**config.mk**
```make
export PLATFORM = sky130hd
export DESIGN_NAME = t2r_timer
export DESIGN_NICKNAME = d
export VERILOG_FILES = /design/src/rtl/t2r_pkg.sv /design/src/rtl/t2r_timer.sv
export SDC_FILE = /design/constraint.sdc
export NUM_CORES = 1
export LEC_CHECK = 0
export ABC_AREA = 0
export ABC_CLOCK_PERIOD_IN_PS = 7000
export BUFFER_PORTS_ARGS = -buffer_cell sky130_fd_sc_hd__buf_2
export CORE_UTILIZATION = 40
export CTS_CLUSTER_DIAMETER = 200
export DETAILED_ROUTE_END_ITERATION = 8
export GPL_ROUTABILITY_DRIVEN = 0
export GPL_TIMING_DRIVEN = 0
export SLEW_MARGIN = 15
export SYNTH_ARGS = -nofsm -noshare
export SYNTH_HDL_FRONTEND = slang
export SYNTH_SLANG_ARGS = --single-unit
```
**constraint.sdc**
```tcl
create_clock -name aclk -period 7 [get_ports aclk]
set_input_delay 0.7 -clock aclk [delete_from_list [all_inputs] [get_ports aclk]]
set_output_delay 0.7 -clock aclk [all_outputs]
set_load 0.1 [all_outputs]
```
**src/rtl/t2r_pkg.sv**
```systemverilog
// shared constants, register map and carrier types for the reload timer
package t2r_pkg;

    // register indices; byte address is four times the index
    localparam logic [9:0] T2R_IDX_CONTROL = 10'h0c8;
    localparam logic [9:0] T2R_IDX_COUNT_LO = 10'h0cc;
    localparam logic [9:0] T2R_IDX_COUNT_HI = 10'h0cd;
    localparam logic [9:0] T2R_IDX_IRQ_REQ = 10'h0d0;
    localparam logic [9:0] T2R_IDX_IRQ_EN = 10'h0d1;
    localparam logic [9:0] T2R_IDX_RELOAD = 10'h0d2;
    localparam logic [9:0] T2R_IDX_SYSDIV = 10'h0d3;

    // field positions in the interrupt request and enable registers
    localparam int T2R_POS_OVF_FLAG = 0;
    localparam int T2R_POS_EXT_FLAG = 1;
    localparam int T2R_POS_TIMER_IE = 0;
    localparam int T2R_POS_EXT_IE = 1;

    // values after reset
    localparam logic [7:0] T2R_RST_CONTROL = 8'h00;
    localparam logic [15:0] T2R_RST_COUNT = 16'h0000;
    localparam logic [15:0] T2R_RST_RELOAD = 16'h0000;
    localparam logic [7:0] T2R_RST_SYSDIV = 8'h00;

    // prescaler divide counts, in divided system clock cycles
    localparam logic [4:0] T2R_DIV_HALF = 5'h02;
    localparam logic [4:0] T2R_DIV_TWELVE = 5'h0c;
    localparam logic [4:0] T2R_DIV_TWENTYFOUR = 5'h18;

    // input selection and reload mode codes
    localparam logic [1:0] T2R_IN_STOP = 2'h0;
    localparam logic [1:0] T2R_IN_TIMER = 2'h1;
    localparam logic [1:0] T2R_IN_EVENT = 2'h2;
    localparam logic [1:0] T2R_IN_GATED = 2'h3;
    localparam logic [1:0] T2R_RLD_OVF = 2'h2;
    localparam logic [1:0] T2R_RLD_PIN = 2'h3;

    // bus response codes
    localparam logic [1:0] T2R_RESP_OKAY = 2'h0;
    localparam logic [1:0] T2R_RESP_SLVERR = 2'h2;

    // control register layout, bit 7 first
    typedef struct packed {
        logic prescale_div_select;
        logic prescale_bypass_half;
        logic count_width_select;
        logic reload_mode_hi;
        logic reload_mode_lo;
        logic compare_mode_select;
        logic input_select_hi;
        logic input_select_lo;
    } t2r_ctrl_s;

    // held write request: address index, data and lanes
    typedef struct packed {
        logic [9:0] idx;
        logic [31:0] data;
        logic [3:0] strb;
    } t2r_wreq_s;

endpackage

```
**src/rtl/t2r_timer.sv**
```systemverilog
// 16/8-bit reload timer with event, gated and prescaled counting
//
// Contract
// - internal clock divided by 2 when bypass set, else by 12 or 24
// - input selection 00 stops the timer and holds the count
// - input selection 01 counts the prescaled or bypassed internal clock
// - input selection 10 counts falling edges on the external count pin
// - external pin sampled once per machine cycle, edges from samples
// - detected edge increments the count in the next machine cycle
// - input selection 11 counts internal clock only while the pin is high
// - width select 0 gives a 16-bit count, 1 an 8-bit count
// - reload mode 0x off, 10 on overflow, 11 on reload pin fall
// - overflow reload sets overflow flag and loads reload value together
// - pin reload loads the reload value and leaves overflow flag alone
// - reload pin fall sets its flag when its interrupt enable is set
// - pin reload happens whatever the width bit and the enable bit
// - both flags drive one shared timer interrupt request
// - both flags readable as separate bits of the request register
// - count exposed as separate low and high byte registers
// - internal clock is the system clock after the system divider
// - reload value comes only from the compare unit 0 reload register
//
// The AXI4-Lite slave port was chosen for this implementation.
`timescale 1ns/1ps
module t2r_timer
    import t2r_pkg::*;
#(
    parameter int ADDR_W = 12
) (
    // clock and reset
    input wire logic aclk,
    input wire logic aresetn,
    // axi4-lite write address
    input wire logic [ADDR_W-1:0] s_axi_awaddr,
    input wire logic [2:0] s_axi_awprot,
    input wire logic s_axi_awvalid,
    output logic s_axi_awready,
    // axi4-lite write data
    input wire logic [31:0] s_axi_wdata,
    input wire logic [3:0] s_axi_wstrb,
    input wire logic s_axi_wvalid,
    output logic s_axi_wready,
    // axi4-lite write response
    output logic [1:0] s_axi_bresp,
    output logic s_axi_bvalid,
    input wire logic s_axi_bready,
    // axi4-lite read address
    input wire logic [ADDR_W-1:0] s_axi_araddr,
    input wire logic [2:0] s_axi_arprot,
    input wire logic s_axi_arvalid,
    output logic s_axi_arready,
    // axi4-lite read data
    output logic [31:0] s_axi_rdata,
    output logic [1:0] s_axi_rresp,
    output logic s_axi_rvalid,
    input wire logic s_axi_rready,
    // external pins, synchronous to aclk
    input wire logic external_count_gate_pin,
    input wire logic external_reload_pin,
    // to compare units and interrupt controller
    output logic [15:0] count_value,
    output logic compare_mode_select,
    output logic timer_irq
);

    // the index decode needs the full register index range
    if (ADDR_W < 12 || ADDR_W > 32) begin : g_bad_addr_w
        $error("t2r_timer: ADDR_W must be between 12 and 32");
    end

    // software visible state
    t2r_ctrl_s ctrl_ff;
    logic [15:0] cnt_ff;
    logic [15:0] reload_ff;
    logic [7:0] sysdiv_ff;
    logic ovf_flag_ff;
    logic ext_flag_ff;
    logic timer_ie_ff;
    logic ext_ie_ff;
    logic timer_irq_ff;

    // bus slave state
    logic awready_ff;
    logic wready_ff;
    logic aw_full_ff;
    logic w_full_ff;
    logic bvalid_ff;
    logic [1:0] bresp_ff;
    logic arready_ff;
    logic rvalid_ff;
    logic [31:0] rdata_ff;
    logic [1:0] rresp_ff;
    t2r_wreq_s wreq_ff;

    // timing state
    logic [7:0] sdiv_cnt_ff;
    logic [4:0] psc_cnt_ff;
    logic evt_smp_ff;
    logic evt_det_ff;
    logic exr_prev_ff;

    // combinational terms
    logic wr_go, wr_lo, wr_hi, wr_ctrl, wr_irq_req, wr_irq_en;
    logic wr_reload, wr_sysdiv, wr_known, sys_en, int_tick, evt_tick;
    logic inc, width8, ovf, exr_fall, rld_ovf, rld_pin, rd_known;
    logic [1:0] in_sel, rld_mode;
    logic [4:0] psc_limit;
    logic [15:0] inc_val, nxt_cnt;
    logic [31:0] rd_word;
    logic [9:0] rd_idx;

    // outputs straight from flops
    assign s_axi_awready = awready_ff;
    assign s_axi_wready = wready_ff;
    assign s_axi_bvalid = bvalid_ff;
    assign s_axi_bresp = bresp_ff;
    assign s_axi_arready = arready_ff;
    assign s_axi_rvalid = rvalid_ff;
    assign s_axi_rdata = rdata_ff;
    assign s_axi_rresp = rresp_ff;
    assign count_value = cnt_ff;
    assign compare_mode_select = ctrl_ff.compare_mode_select;
    assign timer_irq = timer_irq_ff;

    // write address and data are held separately until both are in
    always_ff @(posedge aclk) begin
        if (!aresetn) begin
            awready_ff <= 1'b1;
            aw_full_ff <= 1'b0;
            wready_ff <= 1'b1;
            w_full_ff <= 1'b0;
            wreq_ff <= '0;
        end else begin
            if (s_axi_awvalid && awready_ff) begin
                awready_ff <= 1'b0;
                aw_full_ff <= 1'b1;
                wreq_ff.idx <= s_axi_awaddr[11:2];
            end
            if (s_axi_wvalid && wready_ff) begin
                wready_ff <= 1'b0;
                w_full_ff <= 1'b1;
                wreq_ff.data <= s_axi_wdata;
                wreq_ff.strb <= s_axi_wstrb;
            end
            if (wr_go) begin
                aw_full_ff <= 1'b0;
                w_full_ff <= 1'b0;
            end
            // reopen only after the response is taken: one write in flight
            if (bvalid_ff && s_axi_bready) begin
                awready_ff <= 1'b1;
                wready_ff <= 1'b1;
            end
        end
    end

    // write decode; upper lanes of byte registers are ignored
    assign wr_go = aw_full_ff && w_full_ff && !bvalid_ff;
    assign wr_ctrl = wr_go && wreq_ff.idx == T2R_IDX_CONTROL;
    assign wr_lo = wr_go && wreq_ff.idx == T2R_IDX_COUNT_LO && wreq_ff.strb[0];
    assign wr_hi = wr_go && wreq_ff.idx == T2R_IDX_COUNT_HI && wreq_ff.strb[0];
    assign wr_irq_req = wr_go && wreq_ff.idx == T2R_IDX_IRQ_REQ;
    assign wr_irq_en = wr_go && wreq_ff.idx == T2R_IDX_IRQ_EN;
    assign wr_reload = wr_go && wreq_ff.idx == T2R_IDX_RELOAD;
    assign wr_sysdiv = wr_go && wreq_ff.idx == T2R_IDX_SYSDIV;
    assign wr_known = wreq_ff.idx inside {T2R_IDX_CONTROL, T2R_IDX_COUNT_LO,
        T2R_IDX_COUNT_HI, T2R_IDX_IRQ_REQ, T2R_IDX_IRQ_EN, T2R_IDX_RELOAD,
        T2R_IDX_SYSDIV};

    // write response, slverr for an unmapped index
    always_ff @(posedge aclk) begin
        if (!aresetn) begin
            bvalid_ff <= 1'b0;
            bresp_ff <= T2R_RESP_OKAY;
        end else if (wr_go) begin
            bvalid_ff <= 1'b1;
            bresp_ff <= wr_known ? T2R_RESP_OKAY : T2R_RESP_SLVERR;
        end else if (bvalid_ff && s_axi_bready) begin
            bvalid_ff <= 1'b0;
        end
    end

    // configuration registers
    always_ff @(posedge aclk) begin
        if (!aresetn) begin
            ctrl_ff <= T2R_RST_CONTROL;
            reload_ff <= T2R_RST_RELOAD;
            sysdiv_ff <= T2R_RST_SYSDIV;
            timer_ie_ff <= 1'b0;
            ext_ie_ff <= 1'b0;
        end else begin
            if (wr_ctrl && wreq_ff.strb[0]) begin
                ctrl_ff <= wreq_ff.data[7:0];
            end
            // only the unit 0 reload pair exists here to feed the count
            if (wr_reload && wreq_ff.strb[0]) begin
                reload_ff[7:0] <= wreq_ff.data[7:0];
            end
            if (wr_reload && wreq_ff.strb[1]) begin
                reload_ff[15:8] <= wreq_ff.data[15:8];
            end
            if (wr_sysdiv && wreq_ff.strb[0]) begin
                sysdiv_ff <= wreq_ff.data[7:0];
            end
            if (wr_irq_en && wreq_ff.strb[0]) begin
                timer_ie_ff <= wreq_ff.data[T2R_POS_TIMER_IE];
                ext_ie_ff <= wreq_ff.data[T2R_POS_EXT_IE];
            end
        end
    end

    // system clock divider: one enable every sysdiv+1 aclk cycles
    always_ff @(posedge aclk) begin
        if (!aresetn) begin
            sdiv_cnt_ff <= 8'h00;
        end else if (sys_en) begin
            sdiv_cnt_ff <= 8'h00;
        end else begin
            sdiv_cnt_ff <= sdiv_cnt_ff + 8'h01;
        end
    end
    // >= so that lowering the divider never strands the counter
    assign sys_en = sdiv_cnt_ff >= sysdiv_ff;

    // timer prescaler on top of the divided system clock
    always_comb begin
        if (ctrl_ff.prescale_bypass_half) begin
            psc_limit = T2R_DIV_HALF;
        end else if (ctrl_ff.prescale_div_select) begin
            psc_limit = T2R_DIV_TWENTYFOUR;
        end else begin
            psc_limit = T2R_DIV_TWELVE;
        end
    end
    assign int_tick = sys_en && psc_cnt_ff >= psc_limit - 5'h01;

    // prescale counter runs freely so the gated mode sees a steady clock
    always_ff @(posedge aclk) begin
        if (!aresetn) begin
            psc_cnt_ff <= 5'h00;
        end else if (int_tick) begin
            psc_cnt_ff <= 5'h00;
        end else if (sys_en) begin
            psc_cnt_ff <= psc_cnt_ff + 5'h01;
        end
    end

    // event input: one sample per machine cycle, edge applied next cycle
    always_ff @(posedge aclk) begin
        if (!aresetn) begin
            evt_smp_ff <= 1'b0;
            evt_det_ff <= 1'b0;
        end else if (sys_en) begin
            evt_smp_ff <= external_count_gate_pin;
            evt_det_ff <= evt_smp_ff && !external_count_gate_pin;
        end
    end
    assign evt_tick = sys_en && evt_det_ff;

    // count source selection
    assign in_sel = {ctrl_ff.input_select_hi, ctrl_ff.input_select_lo};
    always_comb begin
        unique case (in_sel)
            T2R_IN_STOP: inc = 1'b0;
            T2R_IN_TIMER: inc = int_tick;
            T2R_IN_EVENT: inc = evt_tick;
            T2R_IN_GATED: inc = int_tick && external_count_gate_pin;
        endcase
    end

    // reload pin falling edge, pin already synchronous to aclk
    always_ff @(posedge aclk) begin
        if (!aresetn) begin
            exr_prev_ff <= 1'b1;
        end else begin
            exr_prev_ff <= external_reload_pin;
        end
    end
    assign exr_fall = exr_prev_ff && !external_reload_pin;

    // width, overflow and reload decisions
    assign width8 = ctrl_ff.count_width_select;
    assign rld_mode = {ctrl_ff.reload_mode_hi, ctrl_ff.reload_mode_lo};
    assign ovf = inc && (width8 ? cnt_ff[7:0] == 8'hff
                                : cnt_ff == 16'hffff);
    // in 8-bit width the high byte is left to software
    assign inc_val = width8 ? {cnt_ff[15:8], cnt_ff[7:0] + 8'h01}
                            : cnt_ff + 16'h0001;
    assign rld_ovf = ovf && rld_mode == T2R_RLD_OVF;
    // pin reload ignores the width bit and the enable bit
    assign rld_pin = exr_fall && rld_mode == T2R_RLD_PIN;

    // next count: reload, then increment, then software bytes on top
    always_comb begin
        if (rld_ovf || rld_pin) begin
            nxt_cnt = reload_ff;
        end else if (inc) begin
            nxt_cnt = inc_val;
        end else begin
            nxt_cnt = cnt_ff;
        end
        if (wr_lo) begin
            nxt_cnt[7:0] = wreq_ff.data[7:0];
        end
        if (wr_hi) begin
            nxt_cnt[15:8] = wreq_ff.data[7:0];
        end
    end

    // count register, reachable as two bytes
    always_ff @(posedge aclk) begin
        if (!aresetn) begin
            cnt_ff <= T2R_RST_COUNT;
        end else begin
            cnt_ff <= nxt_cnt;
        end
    end

    // flags: write one to clear, a same-cycle set wins
    always_ff @(posedge aclk) begin
        if (!aresetn) begin
            ovf_flag_ff <= 1'b0;
            ext_flag_ff <= 1'b0;
        end else begin
            if (ovf) begin
                ovf_flag_ff <= 1'b1;
            end else if (wr_irq_req && wreq_ff.strb[0]
                         && wreq_ff.data[T2R_POS_OVF_FLAG]) begin
                ovf_flag_ff <= 1'b0;
            end
            if (exr_fall && ext_ie_ff) begin
                ext_flag_ff <= 1'b1;
            end else if (wr_irq_req && wreq_ff.strb[0]
                         && wreq_ff.data[T2R_POS_EXT_FLAG]) begin
                ext_flag_ff <= 1'b0;
            end
        end
    end

    // one shared request for both sources, gated by the timer enable
    always_ff @(posedge aclk) begin
        if (!aresetn) begin
            timer_irq_ff <= 1'b0;
        end else begin
            timer_irq_ff <= (ovf_flag_ff || ext_flag_ff)
                            && timer_ie_ff;
        end
    end

    // read mux on the incoming read address
    assign rd_idx = s_axi_araddr[11:2];
    always_comb begin
        rd_word = 32'h0000_0000;
        rd_known = 1'b1;
        unique case (rd_idx)
            T2R_IDX_CONTROL: rd_word[7:0] = ctrl_ff;
            T2R_IDX_COUNT_LO: rd_word[7:0] = cnt_ff[7:0];
            T2R_IDX_COUNT_HI: rd_word[7:0] = cnt_ff[15:8];
            T2R_IDX_IRQ_REQ: begin
                rd_word[T2R_POS_OVF_FLAG] = ovf_flag_ff;
                rd_word[T2R_POS_EXT_FLAG] = ext_flag_ff;
            end
            T2R_IDX_IRQ_EN: begin
                rd_word[T2R_POS_TIMER_IE] = timer_ie_ff;
                rd_word[T2R_POS_EXT_IE] = ext_ie_ff;
            end
            T2R_IDX_RELOAD: rd_word[15:0] = reload_ff;
            T2R_IDX_SYSDIV: rd_word[7:0] = sysdiv_ff;
            default: rd_known = 1'b0;
        endcase
    end

    // read channel: one read in flight, data one cycle after the address
    always_ff @(posedge aclk) begin
        if (!aresetn) begin
            arready_ff <= 1'b1;
            rvalid_ff <= 1'b0;
            rdata_ff <= 32'h0000_0000;
            rresp_ff <= T2R_RESP_OKAY;
        end else if (s_axi_arvalid && arready_ff) begin
            arready_ff <= 1'b0;
            rvalid_ff <= 1'b1;
            rdata_ff <= rd_word;
            rresp_ff <= rd_known ? T2R_RESP_OKAY : T2R_RESP_SLVERR;
        end else if (rvalid_ff && s_axi_rready) begin
            arready_ff <= 1'b1;
            rvalid_ff <= 1'b0;
        end
    end

endmodule // t2r_timer

```
==> results.cfg <==
[run_status]
status = finished clean

[clock_tree]
cts_max_path_buffers = 2
ctsHoldBuffers = 0
clock_latency_ns = 0.42
cts_tree = done
htree_levels = 4
clock-sinks = 122
cts-resized-gates = 0
post-cts-setup-buffers = 0
ctsRootBufferMaster = clkbuf_16
clk_pin_slew_ns = 0.06
cts-buffers-inserted = 17

[logic_synthesis]
syn_area_mm2 = 0.00591
synth_xor_area_frac = 0.0341
yosysWarnings = 0
synthMuxAreaShare = 0.0683
synth_edf_count = 0
yosys-top-cells-area = dfxtp_1, mux2i_1, a21oi_1
yosysSeqAreaShare = 0.413
synth_compound_area_frac = 0.167
synth_cells = 704
yosysUniqueCellTypes = 59
async_flop_share = 0
synth-seq-cells = 122
yosys.area.top_type = dfxtp_1
synth_simple_gate_area_frac = 0.225
synth_flop_cell = dfxtp_1
synth_common_cells = dfxtp_1, nand2_1, nor2_1
synth_top_area_frac = 0.413
synth_top_family_by_area = simple AND/OR/NAND/NOR gates
synthMostInstantiatedCell = dfxtp_1
syn_area_per_cell_um2 = 8.40
synth_fa_ha_area_frac = 0.0317

[worst_setup_path]
worstPathArrival_ns = 3.21
crit_type = reg2reg
critPathMaxFanout = 10
critical_path.startpoint = ctrl_ff[6]
reg2reg_setup_slack_ns = 4.08
critPathRequiredTime_ns = 7.29
r2r_start = ctrl_ff[6]
r2r_end = count_value[4]
rr_worst_depth = 10
crit_path_start_kind = flip-flop
end_kind = flip-flop

[global_routing]
grt_pass1_vias = 5246
grt_max_degree = 17
grt_pass1_wl_mm = 27.2
grt.overflow.total = 0
grt_usage = 0.240
grt_antenna_before_repair = 0

[finish]
fin_area_mm2 = 0.00728
areaGrowthSynthToFinish_pct = 23.1
n_fill_cell = 1409
ff_latch_area_mm2 = 0.00244
final_core_util = 0.503
fin_nets = 915
multi_input_area_mm2 = 0.00318
instances_no_fill = 1022
layout-drive-gt1-share = 0.195
antenna_cells = 0

[route]
wire_per_inst_um = 16.9
drtIter0Drc = 477
vias = 5547
via_per_inst = 5.43
ant_nets = 0
drc = 0
drt-total-wl_mm = 17.3
drtPass1Iterations = 8

[timing]
worstMarginPinSlew_ns = 1.05
fin_tns_setup_ns = 0
setup_viol = 0
finalHoldViolCount = 0
max_freq_mhz = 342
hold_ws_ns = 0.446
fin_crit_sh = 0.418
finalMaxSlewViolations = 0
worst_clock_skew_ns = 0.0118
finalCriticalPeriod_ns = 2.92
worst_slack_ns = 4.08
rsz0062_at_grt = no
max-slew-margin-rel = 0.291

[placement]
place_ws_ns = 4.11
place_area_mm2 = 0.00663
dp_hpwl_mm = 13.0
portBuffers = 85
place_inst = 990

[pwr]
vdd_ir_drop_max_v = 0.000181
power_density_mw_per_mm2 = 256
p_total_mw = 1.86
static-leakage-power_nw = 2.93

[floorplanning]
top_level_ports = 134
num_rows = 44
start_util = 0.408
fp.dieArea_mm2 = 0.0153
core_area_mm2 = 0.0145
die_h_um = 124
die_w_um = 124

[hold_path]
hold_end = evt_smp_ff
hold_path.startpoint = evt_smp_ff
hold_depth = 2
hp-class = reg2reg

[run]
cap_violations = 0
-- logic make-up (layout without fill, tap and decap cells) --
kind of cell             Yosys count  count (layout)
adder cells (fa/ha/maj)           15              15
XOR/XNOR                          23              23
other                              1              18
buffers and inverters             72             189
flip-flops                       122             122
AO/OA/AOI/OAI                    160             160
AND/OR/NAND/NOR                  271             271
multiplexers                      40              40
-- per-layer routing --
| metal | vias to the layer above | wire length [um] | global-route usage |
|---|---|---|---|
| li1 | 2705 | - | - |
| met5 | - | 0 | 0 |
| met4 | 0 | 394 | 0.0858 |
| met2 | 214 | 7940 | 0.392 |
| met1 | 2596 | 7850 | 0.309 |
| met3 | 32 | 1110 | 0.0527 |
-- where the power goes --
part	switching (mW)	leakage [nW]	internal [mW]	total [mW]
registers	0.0184	0.991	0.713	0.732
logic	0.140	1.63	0.0406	0.180
clock network	0.318	0.316	0.634	0.952
-- state kept, by name, summed over array words and instances, names as in the netlist, 5 cells and up --
signal	count
wreq_ff	28
count_value	16
reload_ff	16
s_axi_rdata	16
sdiv_cnt_ff	8
sysdiv_ff	8
ctrl_ff	6
psc_cnt_ff	5
-- worst max-delay path, cell delays in order, from the launching register on --
cell     delay, ns
dfxtp_1       0.39
or2_2         0.33
ha_1          0.29
a21oi_1       0.15
nor2b_1       0.07
o311a_1       0.29
o22ai_1       0.27
buf_2         0.31
o21ai_4       0.13
o21ai_0       0.44
o22ai_1       0.13
-- worst max path at each step --
stage                      to  slack (ns)  cells after the start
2_1_floorplan  count_value[7]        4.27                      7
3_3_place_gp   count_value[4]        4.15                     10
3_5_place_dp   count_value[4]        4.11                     10
4_1_cts        count_value[4]        4.10                     10
5_1_grt        count_value[0]        3.88                     11
6_report       count_value[4]        4.08                     10
-- cells in the final DEF (no fill, tap or decap), types with 4 or more instances in the layout --
master | netlist | routed
inv_1 | 18 | 18
nand3_1 | 25 | 25
buf_2 | 4 | 89
mux2i_1 | 37 | 37
conb_1 | 1 | 18
buf_4 | 18 | 18
dfxtp_1 | 122 | 122
bufinv_16 | 0 | 4
nand4_1 | 4 | 4
xor2_1 | 14 | 14
clkbuf_16 | 0 | 17
nand2_1 | 86 | 86
o21ai_0 | 26 | 26
nor3_1 | 14 | 14
and3_1 | 5 | 5
a221oi_1 | 4 | 4
clkbuf_1 | 29 | 30
nor4_1 | 7 | 7
nor2b_1 | 4 | 4
nor2_1 | 79 | 79
nand2b_1 | 16 | 16
xnor2_1 | 9 | 9
a22oi_1 | 27 | 27
clkbuf_8 | 0 | 4
a311oi_1 | 5 | 5
a31oi_1 | 8 | 8
and2_1 | 4 | 4
ha_1 | 15 | 15
a21oi_1 | 69 | 69
-- final cells by class --
type / instances / area share
sequential: 122 / 0.335
inverter: 19 / 0.00980
tap: 184 / 0.0316
buffer: 53 / 0.0394
clock inverter: 10 / 0.0225
clock buffer: 22 / 0.0665
multi-input combinational: 527 / 0.436
timing repair buffer: 85 / 0.0584
Power figures use the tool's default switching activity.
